$ cat config.mk
export PLATFORM = sky130hd
export DESIGN_NAME = sercfg_regs
export DESIGN_NICKNAME = d
export VERILOG_FILES = /design/src/shared/sercfg_pkg.sv /design/src/hw/sercfg_low_timer.sv /design/src/hw/sercfg_regs.sv
export SDC_FILE = /design/constraint.sdc
export NUM_CORES = 1
export LEC_CHECK = 0
export BUFFER_PORTS_ARGS = -buffer_cell sky130_fd_sc_hd__buf_2
export CAP_MARGIN = 5
export CORE_ASPECT_RATIO = 1.25
export CORE_MARGIN = 2
export CORE_UTILIZATION = 50
export DETAILED_ROUTE_END_ITERATION = 8
export PLACE_DENSITY = 0.8
export SYNTH_ARGS = -nofsm -noshare
export SYNTH_HDL_FRONTEND = slang
export SYNTH_SLANG_ARGS = --single-unit
$ cat constraint.sdc
create_clock -name clk -period 7.7 [get_ports clk]
set_clock_uncertainty 0.1 [all_clocks]
set_input_delay 1.155 -clock clk [delete_from_list [all_inputs] [get_ports clk]]
set_output_delay 1.155 -clock clk [all_outputs]
set_load 0.005 [all_outputs]
$ cat src/shared/sercfg_pkg.sv
// Package for the serializer configuration and status register slice.
// Assumes an 8-bit register address and data path from the serial
// control slave.
`default_nettype none

package sercfg_pkg;

    // ------------------------------------------------------------
    // Register offsets
    // ------------------------------------------------------------
    localparam logic [7:0] ADDR_LOW_TIME = 8'h19;
    localparam logic [7:0] ADDR_DP_CTRL = 8'h1A;
    localparam logic [7:0] ADDR_ERR_COUNT = 8'h1B;
    localparam logic [7:0] ADDR_PIN_ONE = 8'h1C;
    localparam logic [7:0] ADDR_PIN_TWO = 8'h1D;

    // ------------------------------------------------------------
    // Reset values and limits
    // ------------------------------------------------------------
    localparam logic [7:0] RST_LOW_TIME = 8'h7F;
    localparam logic [7:0] RST_DP_CTRL = 8'h01;
    localparam logic [7:0] RST_ERR_COUNT = 8'h00;
    localparam logic [7:0] ERR_COUNT_MAX = 8'hFF;
    localparam logic [7:0] READ_ZERO = 8'h00;

    // ------------------------------------------------------------
    // Field positions
    // ------------------------------------------------------------
    localparam int DP_SURROUND_BIT = 0;
    localparam int DP_WIDE_BIT = 1;
    localparam int DP_AUX_BIT = 3;
    localparam int PIN_RSVD_BIT = 4;
    localparam int PIN_HIGH_LSB = 5;
    localparam int PIN_EIGHT = 8;
    localparam int PIN_TOTAL = 9;
    localparam int PIN_LOW_COUNT = 4;

    // ------------------------------------------------------------
    // Timing
    // ------------------------------------------------------------
    localparam int OSC_PERIOD_NS = 40;
    localparam int CLK_FREQ_KHZ = 25000;
    localparam int LOW_EXTRA_PERIODS = 5;
    localparam int LOW_UNIT_RAW =
        (OSC_PERIOD_NS * CLK_FREQ_KHZ + 999999) / 1000000;
    localparam int LOW_UNIT_CYCLES = (LOW_UNIT_RAW < 1) ? 1 : LOW_UNIT_RAW;

endpackage

`default_nettype wire

$ cat src/hw/sercfg_low_timer.sv
// Low-time timer: one pulse after (count + extra) oscillator periods.
// Assumes start is a one-cycle pulse and count is stable with it.
`timescale 1ns/1ps
`default_nettype none

module sercfg_low_timer
    import sercfg_pkg::*;
#(
    parameter int W = 8
) (
    // Clock and reset
    input wire logic clk,
    input wire logic rst_n,
    // Request
    input wire logic start,
    input wire logic [W-1:0] count,
    // Answer
    output logic done
);

    localparam int TW = W + 4;

    generate
        if (W < 1 || W > 16) begin : g_bad_width
            $error("sercfg_low_timer: W out of range");
        end
    endgenerate

    logic [TW-1:0] remain;
    logic busy;
    logic [TW-1:0] elapsed;
    logic [TW-1:0] target_q;

    // ------------------------------------------------------------
    // Count plus extra periods, scaled to clock cycles
    // ------------------------------------------------------------
    wire [TW-1:0] target = TW'((TW'(count) + TW'(LOW_EXTRA_PERIODS))
                               * TW'(LOW_UNIT_CYCLES));
    wire last = busy && (remain == TW'(1));
    wire next_busy = start | (busy & ~last);
    wire [TW-1:0] next_remain = start ? target :
                                busy ? TW'(remain - TW'(1)) : remain;

    always_ff @(posedge clk or negedge rst_n) begin
        if (!rst_n) begin
            remain <= '0;
            busy <= 1'b0;
            done <= 1'b0;
        end else begin
            remain <= next_remain;
            busy <= next_busy;
            done <= last & ~start;
        end
    end

    // Helper for checking the measured length
    always_ff @(posedge clk or negedge rst_n) begin
        if (!rst_n) begin
            elapsed <= '0;
            target_q <= '0;
        end else if (start) begin
            elapsed <= '0;
            target_q <= target;
        end else if (busy) begin
            elapsed <= TW'(elapsed + TW'(1));
        end
    end
endmodule // sercfg_low_timer

`default_nettype wire

$ cat src/hw/sercfg_regs.sv
// Configuration and status register slice of the serializer.
// Assumes the serial control slave presents decoded 8-bit register
// accesses on this clock, and pin input modes are on this clock; pin levels pass through two-flop synchronizers.
//
// Functional notes
// - Master clock low width comes from 8-bit RW field, reset 0x7F.
// - One field count equals one 40 ns oscillator period at 25 MHz.
// - Generated low time is programmed count plus five extra periods.
// - Slave data setup on back-channel accesses reuses the low-time value.
// - Control bit 3 is read-only, showing auxiliary audio enable.
// - Auxiliary audio control loads from the strap pin at power-up.
// - Control bit 1 picks 24-bit plus sync signals or 28-bit words.
// - Control bit 0 picks stereo/quad or 5.1/7.1 audio transport.
// - Surround audio travels only over the data-island transport.
// - Repeater may override surround bit with in-band mode detection.
// - Self-test CRC errors counted in 8 bits from zero, saturating.
// - Error count clears on new self test or clear control.
// - Second-port view shows the second link's error count.
// - Pin status register shows pins seven, six, five; bit 4 reserved.
// - Low four status bits show pins three..zero, or second port's.
// - A pin status bit is valid only in input mode.
// - Second status register bit 0 shows pin eight; upper bits reserved.
// - View select routes accesses to second-port registers unless the second address is enabled; then only that address does.
`timescale 1ns/1ps
`default_nettype none

module sercfg_regs
    import sercfg_pkg::*;
#(
    parameter int LOW_W = 8
) (
    // Clock and reset
    input wire logic clk,
    input wire logic nrst,
    // Register access from the serial control slave
    input wire logic [7:0] reg_addr,
    input wire logic reg_wr,
    input wire logic [7:0] reg_wdata,
    input wire logic reg_rd,
    output logic [7:0] reg_rdata,
    // Port view
    input wire logic second_port_view_select,
    input wire logic second_address_enable,
    input wire logic access_via_second_address,
    // Strap and bridge configuration
    input wire logic strap_select_pin_zero,
    input wire logic bridge_aux_write,
    input wire logic bridge_aux_wdata,
    // Audio transport
    input wire logic repeater_mode,
    input wire logic inband_detect_valid,
    input wire logic inband_surround,
    input wire logic data_island_transport,
    // Self test
    input wire logic selftest_active,
    input wire logic selftest_start,
    input wire logic error_count_clear,
    input wire logic [1:0] bc_crc_error,
    // General pins
    input wire logic [PIN_TOTAL-1:0] general_pin_level,
    input wire logic [PIN_TOTAL-1:0] pin_input_mode,
    input wire logic [PIN_LOW_COUNT-1:0] second_port_pin_level,
    input wire logic [PIN_LOW_COUNT-1:0] second_port_input_mode,
    // Low-time timers
    input wire logic master_low_start,
    output logic master_low_done,
    input wire logic bc_setup_start,
    output logic bc_setup_done,
    // Data path controls
    output logic wide_word_mode,
    output logic surround_audio_enable,
    output logic aux_audio_enable
);

    generate
        if (LOW_W != 8) begin : g_bad_low
            $error("sercfg_regs: LOW_W must be 8");
        end
    endgenerate

    // ------------------------------------------------------------
    // Reset release
    // ------------------------------------------------------------
    logic rst_meta;
    logic rst_n;

    always_ff @(posedge clk or negedge nrst) begin
        if (!nrst) begin
            rst_meta <= 1'b0;
            rst_n <= 1'b0;
        end else begin
            rst_meta <= 1'b1;
            rst_n <= rst_meta;
        end
    end

    // ------------------------------------------------------------
    // Decode
    // ------------------------------------------------------------
    function automatic logic hit(input logic [7:0] a, input logic [7:0] o);
        hit = (a == o);
    endfunction

    function automatic logic [PIN_TOTAL-1:0] valid_levels(
        input logic [PIN_TOTAL-1:0] lvl, input logic [PIN_TOTAL-1:0] mode);
        valid_levels = lvl & mode;
    endfunction

    wire wr_low = reg_wr && hit(reg_addr, ADDR_LOW_TIME);
    wire wr_dp = reg_wr && hit(reg_addr, ADDR_DP_CTRL);
    // Separate address wins over the select bit when enabled
    wire view_second = second_address_enable ? access_via_second_address
                                             : second_port_view_select;

    // ------------------------------------------------------------
    // Writable fields
    // ------------------------------------------------------------
    logic [LOW_W-1:0] master_clock_low_time;
    logic surround_select;
    logic strap_taken;

    always_ff @(posedge clk or negedge rst_n) begin
        if (!rst_n) begin
            master_clock_low_time <= RST_LOW_TIME;
            wide_word_mode <= RST_DP_CTRL[DP_WIDE_BIT];
            surround_select <= RST_DP_CTRL[DP_SURROUND_BIT];
        end else begin
            if (wr_low) begin
                master_clock_low_time <= reg_wdata;
            end
            if (wr_dp) begin
                // Only bits 1 and 0 take the write
                wide_word_mode <= reg_wdata[DP_WIDE_BIT];
                surround_select <= reg_wdata[DP_SURROUND_BIT];
            end
        end
    end

    // ------------------------------------------------------------
    // Auxiliary audio control and strap capture
    // ------------------------------------------------------------
    wire next_aux = !strap_taken ? strap_select_pin_zero :
                    bridge_aux_write ? bridge_aux_wdata : aux_audio_enable;

    always_ff @(posedge clk or negedge rst_n) begin
        if (!rst_n) begin
            strap_taken <= 1'b0;
            aux_audio_enable <= 1'b0;
        end else begin
            strap_taken <= 1'b1;
            aux_audio_enable <= next_aux;
        end
    end

    // ------------------------------------------------------------
    // Surround audio transport
    // ------------------------------------------------------------
    wire surround_pick = (repeater_mode && inband_detect_valid) ?
                         inband_surround : surround_select;
    wire next_surround = surround_pick & data_island_transport;

    always_ff @(posedge clk or negedge rst_n) begin
        if (!rst_n) begin
            surround_audio_enable <= 1'b0;
        end else begin
            surround_audio_enable <= next_surround;
        end
    end

    // ------------------------------------------------------------
    // Back-channel error counters, one per link
    // ------------------------------------------------------------
    logic [7:0] err_count [2];

    generate
        for (genvar p = 0; p < 2; p++) begin : g_err
            wire err_evt = selftest_active && bc_crc_error[p];
            wire clr = selftest_start || error_count_clear;
            wire at_max = (err_count[p] == ERR_COUNT_MAX);
            // An error in the clearing cycle still counts
            wire [7:0] next_count =
                clr ? (err_evt ? 8'h01 : RST_ERR_COUNT) :
                (err_evt && !at_max) ? 8'(err_count[p] + 8'h01) :
                err_count[p];

            always_ff @(posedge clk or negedge rst_n) begin
                if (!rst_n) begin
                    err_count[p] <= RST_ERR_COUNT;
                end else begin
                    err_count[p] <= next_count;
                end
            end
        end
    endgenerate

    // ------------------------------------------------------------
    // Pin level synchronizers
    // ------------------------------------------------------------
    localparam int SYNC_W = PIN_TOTAL + PIN_LOW_COUNT;
    logic [SYNC_W-1:0] pin_meta;
    logic [SYNC_W-1:0] pin_sync;

    always_ff @(posedge clk or negedge rst_n) begin
        if (!rst_n) begin
            pin_meta <= '0;
            pin_sync <= '0;
        end else begin
            pin_meta <= {second_port_pin_level, general_pin_level};
            pin_sync <= pin_meta;
        end
    end

    wire [PIN_TOTAL-1:0] main_valid =
        valid_levels(pin_sync[PIN_TOTAL-1:0], pin_input_mode);
    wire [PIN_LOW_COUNT-1:0] second_valid =
        pin_sync[SYNC_W-1:PIN_TOTAL] & second_port_input_mode;
    wire [PIN_LOW_COUNT-1:0] low_pins = view_second ? second_valid
        : main_valid[PIN_LOW_COUNT-1:0];

    // ------------------------------------------------------------
    // Read data
    // ------------------------------------------------------------
    wire [7:0] rd_low = master_clock_low_time;
    wire [7:0] rd_dp = {4'h0, aux_audio_enable, 1'b0, wide_word_mode,
                        surround_select};
    wire [7:0] rd_err = view_second ? err_count[1] : err_count[0];
    wire [7:0] rd_pin_one = {main_valid[PIN_EIGHT-1:PIN_HIGH_LSB], 1'b0,
                             low_pins};
    wire [7:0] rd_pin_two = {7'h00, main_valid[PIN_EIGHT]};
    wire [7:0] next_rdata =
        hit(reg_addr, ADDR_LOW_TIME) ? rd_low :
        hit(reg_addr, ADDR_DP_CTRL) ? rd_dp :
        hit(reg_addr, ADDR_ERR_COUNT) ? rd_err :
        hit(reg_addr, ADDR_PIN_ONE) ? rd_pin_one :
        hit(reg_addr, ADDR_PIN_TWO) ? rd_pin_two : READ_ZERO;

    always_ff @(posedge clk or negedge rst_n) begin
        if (!rst_n) begin
            reg_rdata <= READ_ZERO;
        end else if (reg_rd) begin
            reg_rdata <= next_rdata;
        end
    end

    // ------------------------------------------------------------
    // Low-time timers
    // ------------------------------------------------------------
    sercfg_low_timer #(.W(LOW_W)) u_master_low (
        .clk(clk),
        .rst_n(rst_n),
        .start(master_low_start),
        .count(master_clock_low_time),
        .done(master_low_done)
    );

    sercfg_low_timer #(.W(LOW_W)) u_setup_low (
        .clk(clk),
        .rst_n(rst_n),
        .start(bc_setup_start),
        .count(master_clock_low_time),
        .done(bc_setup_done)
    );
endmodule // sercfg_regs

`default_nettype wire

==> results of run 1 <==
-- metrics by stage --
step,util [%],cells,setup WS (ns)
final,60.3,569,4.96
after global routing,60.3,569,4.88
after CTS,60.3,569,4.97
after detailed placement,57.1,553,4.58
after global placement,57.1,553,4.61
after floorplan,-,397,4.87
-- state kept, by name, summed over array words and instances (netlist names) --
signal                 cells
reg_rdata                  8
err_count                 16
u_setup_low.remain        12
surround_audio_enable      1
u_master_low.done          1
u_setup_low.busy           1
rst_n                      1
surround_select            1
u_master_low.remain       12
u_setup_low.done           1
rst_meta                   1
wide_word_mode             1
master_clock_low_time      8
aux_audio_enable           1
pin_meta                  12
pin_sync                  12
u_master_low.busy          1
strap_taken                1
-- critical path: stages --
cell,delay (ns)
buf_2,0.09
or4b_1,0.67
nor4_1,0.56
a221oi_1,0.18
a311oi_1,0.24
-- cell type report --
cell class	instances	area share, %
Inverter	7	0.526
Clock buffer	9	2.48
Sequential cell	91	45.8
Tap cell	97	2.43
Multi-Input combinational cell	283	38.2
Clock inverter	7	2.93
Timing Repair Buffer	75	7.61
-- per-layer routing --
layer  track usage, %  up-vias  share of wire (%)
met5                0        -                  0
met4             8.26        0                1.6
met3             3.91       13                4.8
met2             34.5       84                 51
met1             26.1     1575                 42
li1                 -     1552                  -
-- power breakdown --
part / total [mW] / internal [mW] / switching, mW / leakage, nW
sequential: 0.590 / 0.535 / 0.0555 / 1.14
clock: 0.431 / 0.252 / 0.179 / 0.135
combinational: 0.244 / 0.118 / 0.126 / 0.949
total: 1.27 / 0.904 / 0.361 / 2.22
-- cell families (layout without fill, tap and decap cells) --
group	Yosys count	in the layout	share of synthesized area [%]
compound gates	65	65	9.87
xor+xnor	35	35	7.16
fa+ha+maj	7	7	2.04
buf+inv	23	98	2.07
flops	91	91	53.4
mux	32	32	8.03
other cells	1	2	0.0876
simple gates	142	142	17.3
-- worst max path at each step --
stage / cells after the start / startpoint / end / slack [ns]
floorplan: 5 / reg_addr[5] / master_clock_low_time[7]$_DFFE_PN0P_ / 4.87
global placement: 5 / reg_addr[5] / master_clock_low_time[7]$_DFFE_PN0P_ / 4.61
detailed placement: 5 / reg_addr[5] / master_clock_low_time[7]$_DFFE_PN0P_ / 4.58
CTS: 5 / reg_addr[5] / master_clock_low_time[7]$_DFFE_PN0P_ / 4.97
global route: 5 / reg_addr[5] / master_clock_low_time[7]$_DFFE_PN0P_ / 4.88
finish: 5 / reg_addr[5] / reg_rdata[3]$_DFFE_PN0P_ / 4.96
-- layout by cell type, fill, tap and decap left out, drive strengths merged, types with 7 or more instances in the layout --
| cell type | instances |
|---|---|
| a21oi | 8 |
| buf | 75 |
| clkbuf | 9 |
| dfrtp | 83 |
| dfstp | 8 |
| ha | 7 |
| inv | 10 |
| mux2 | 19 |
| mux2i | 13 |
| nand2 | 38 |
| nor2 | 37 |
| nor3 | 11 |
| nor4 | 10 |
| o21ai | 21 |
| xnor2 | 30 |
==> flow_metrics.tcl, run 1 <==
set metrics [dict create \
    status "finished clean" \
    grt_max_degree 56 \
    regArea_mm2 0.00229 \
    core-area_mm2 0.00829 \
    cts_sinks 91 \
    crit_type "input port to flip-flop" \
    netlist_area_mm2 0.00428 \
    synth_area_leaders "dfrtp_1, xnor2_1, mux2_2, dfstp_2, nand2_1" \
    drive_gt1_share_pct 26.7 \
    routabilityCongestion 0.890 \
    worst-path-max-fanout 6 \
    ir_drop_mv 0.140 \
    drc 0 \
    synth_cells 396 \
    cp.arrival_ns 2.91 \
    yosysWarnings 0 \
    hpwlAfterDp_um 6650 \
    cts_buffers 9 \
    wl_um 8990 \
    synth_top_area_cell "dfrtp_1" \
    hold_class "flip-flop to asynchronous set/reset pin" \
    fmax_mhz 365 \
    holdBufCountCts 0 \
    initial_core_util_pct 51.7 \
    synth_area_per_cell_um2 10.8 \
    stdcell_area_mm2 0.00500 \
    io_pins 76 \
    p_leak_nw 2.22 \
    routedWlPerCell_um 15.8 \
    synth_commonest_cells "dfrtp_1, nand2_1, nor2_1" \
    area_delta_synth_final_pct 16.7 \
    worst_pin_slew_ns 0.669 \
    clockBufferDepth 2 \
    dpl_cell_area_mm2 0.00473 \
    hold_viol 0 \
    multi_input_area_mm2 0.00191 \
    grt_pass1_wl_um 14900 \
    post_cts_buffers 0 \
    io_buffers 73 \
    end_kind "flip-flop" \
    relSlewSlack_pct 55.0 \
    die-height_um 107 \
    final-max-slew-violation-count 0 \
    drt_first_iter_violations 107 \
    num_vias 3224 \
    antennaDiodeCount 0 \
    ys_ff_latch 91 \
    synth_seq_area_share_pct 53.4 \
    fin_tns_setup_ns 0 \
    clk_latency_ns 0.37 \
    reg2reg_depth 3 \
    critPathRequiredTime_ns 7.86 \
    chipWidth_um 86.8 \
    clkTransAtPathRegs_ns 0.10 \
    power.density_mw_per_mm2 253 \
    synthFlopType "dfrtp_1" \
    cp-start-kind "input port" \
    drt-vias-per-instance 5.67 \
    rsz0062_at_grt "false" \
    synth_top_area_share_pct 48.5 \
    regToRegEndpoint "u_master_low.busy$_DFF_PN0_" \
    nets 537 \
    overflow 0 \
    cts_tree "yes" \
    grt_pass1_vias 3219 \
    grt.total_usage_pct 20.6 \
    cts-root-buf "clkbuf_8" \
    cts_resized 0 \
    yosysUniqueCellTypes 55 \
    yosysMostFrequentCell "dfrtp_1" \
    final-setup-viol-count 0 \
    drv_cap 0 \
    dieArea_mm2 0.00933 \
    power_mw 1.27 \
    fin_crit_ns 2.74 \
    ant_nets 0 \
    regToRegSetupSlack_ns 5.63 \
    rr_startpoint "u_master_low.remain[2]$_DFFE_PN0P_" \
    synth-edff-count 0 \
    h-tree-depth 3 \
    antenna_found_initial 0 \
    nFillCells 678 \
    rows 37 \
    fin_crit_sh_pct 35.6 \
    holdWs_ns 0.187 \
    drtPass1Iterations 5 \
    async_flop_share_pct 100 \
]
Power figures use the tool's default switching activity.
==> run 2, diff against run 1 <==
==> constraint.sdc (replaced) <==
create_clock -name clk -period 2.8 [get_ports clk]
set_clock_uncertainty 0.1 [all_clocks]
set_input_delay 0.42 -clock clk [delete_from_list [all_inputs] [get_ports clk]]
set_output_delay 0.42 -clock clk [all_outputs]
set_load 0.005 [all_outputs]
==> run 2 against run 1 <==
Final area about the same. Register-to-register slack got worse by 4.9 ns. Sequential power increased to 2.7 times the previous value. Count of clock-buffer cells in the layout increased by 3. Final cell count increased by 0.35%. Routed wire length about the same. Clock power increased by 150%. Worst hold slack got worse by 0.11 ns. Non-clock buffer count increased by 2. Critical path type unchanged. Largest power group unchanged. Highest routed layer unchanged.
==> flow_metrics.tcl, run 2 (synthesis gave the netlist of run 1 again) <==
set metrics [dict create \
    status "finished clean" \
    wl_um 8990 \
    grt_pass1_wl_um 14900 \
    final_common_cell "dfrtp_1" \
    crit_type "input port to flip-flop" \
    io_pins 76 \
    grt.total_usage_pct 20.5 \
    post_cts_buffers 0 \
    die-height_um 107 \
    routedWlPerCell_um 15.7 \
    hold_depth 1 \
    dieArea_mm2 0.00933 \
    grt_max_degree 61 \
    antenna_found_initial 0 \
    chipWidth_um 86.8 \
    worst-path-max-fanout 6 \
    hold_class "input port to flip-flop" \
    io_buffers 73 \
    drc 0 \
    drtPass1Iterations 4 \
    ir_drop_mv 0.391 \
    area_delta_synth_final_pct 16.8 \
    clkTransAtPathRegs_ns 0.09 \
    regMostFlops "err_count" \
    fmax_mhz 491 \
    nFillCells 681 \
    h-tree-depth 3 \
    routabilityCongestion 0.876 \
    end_kind "flip-flop" \
    rows 37 \
    final_cell_mix "dfrtp_1, buf_2, nand2_1, nor2_1, xnor2_1" \
    worst_pin_slew_ns 0.776 \
    drt-vias-per-instance 5.68 \
    overflow 0 \
    reg2reg_depth 3 \
    relSlewSlack_pct 46.8 \
    antennaDiodeCount 0 \
    power.density_mw_per_mm2 670 \
    cts_tree "yes" \
    rsz0062_at_grt "false" \
    cp-start-kind "input port" \
    fin_crit_ns 2.04 \
    critPathRequiredTime_ns 2.94 \
    cts_sinks 91 \
    hold_viol 0 \
    ant_nets 0 \
    drive_gt1_share_pct 26.4 \
    final-max-slew-violation-count 0 \
    power_mw 3.35 \
    largest_register_ffs 16 \
    clockBufferDepth 2 \
    cp.arrival_ns 2.18 \
    nets 539 \
    core-area_mm2 0.00829 \
    drt_first_iter_violations 169 \
    hpwlAfterDp_um 6640 \
    cts_buffers 9 \
    clk_latency_ns 0.35 \
    num_vias 3242 \
    initial_core_util_pct 51.7 \
    grt_pass1_vias 3195 \
    fin_tns_setup_ns 0 \
    cts-root-buf "clkbuf_8" \
    p_leak_nw 2.22 \
    fin_crit_sh_pct 72.8 \
    final-setup-viol-count 0 \
    drv_cap 0 \
]
-- run 2: metrics by stage --
stage	worst slack, ns	util (%)	cells	area, µm²	hold slack, ns
final	0.762	60.4	571	5000	0.0725
after global placement	0.460	57.3	554	4750	0.107
after detailed placement	0.421	57.3	554	4750	0.107
after CTS	0.763	60.4	571	5000	0.0573
after floorplan	0.704	-	397	4290	0.0244
after global routing	0.671	60.4	571	5000	0.0418
-- run 2: what timing repair did --
action                    CTS  global route
hold buffers                1             0
hold endpoints to repair    2             0
gates resized for setup     0             0
-- run 2: power breakdown --
group	switching, mW	leakage (nW)	total, mW	internal (mW)
clock network	0.441	0.121	1.06	0.620
registers	0.145	1.14	1.62	1.47
logic	0.350	0.963	0.677	0.327
-- run 2: path summary, 6_finish.rpt --
path	end	startpoint	slack [ns]
min in group asynchronous	pin_meta[8]$_DFF_PN0_	rst_n$_DFF_PN0_	0.17
max	wide_word_mode$_DFFE_PN0P_	reg_addr[5]	0.76
max in group asynchronous	master_clock_low_time[4]$_DFFE_PN1P_	rst_n$_DFF_PN0_	1.73
min	pin_meta[3]$_DFF_PN0_	general_pin_level[3]	0.07
max reg2reg	u_master_low.busy$_DFF_PN0_	u_master_low.remain[2]$_DFFE_PN0P_	0.77
min reg2reg	pin_meta[8]$_DFF_PN0_	rst_n$_DFF_PN0_	0.17
-- run 2: area by class of cell --
type                    instances  area, µm²  share of cell area, %
flip-flops and latches         91       2290                   45.8
repair buffers                 77        410                   8.20
well taps                      97        121                   2.43
inverters                       7       26.3                  0.525
multi-input cells             283       1910                   38.2
clock buffers                  12        145                   2.90
clock inverters                 4       98.8                   1.98
-- run 2: metal layers --
metal,wire (µm),track usage (%),vias to the layer above
li1,-,-,1556
met1,3860,26.9,1570
met2,4580,34.5,105
met3,439,3.30,11
met4,106,6.81,0
met5,0,0,-
-- run 2: critical path: stages --
cell	delay [ns]
buf_2	0.09
or4b_1	0.67
nor3_1	0.36
and4b_1	0.29
mux2_2	0.34
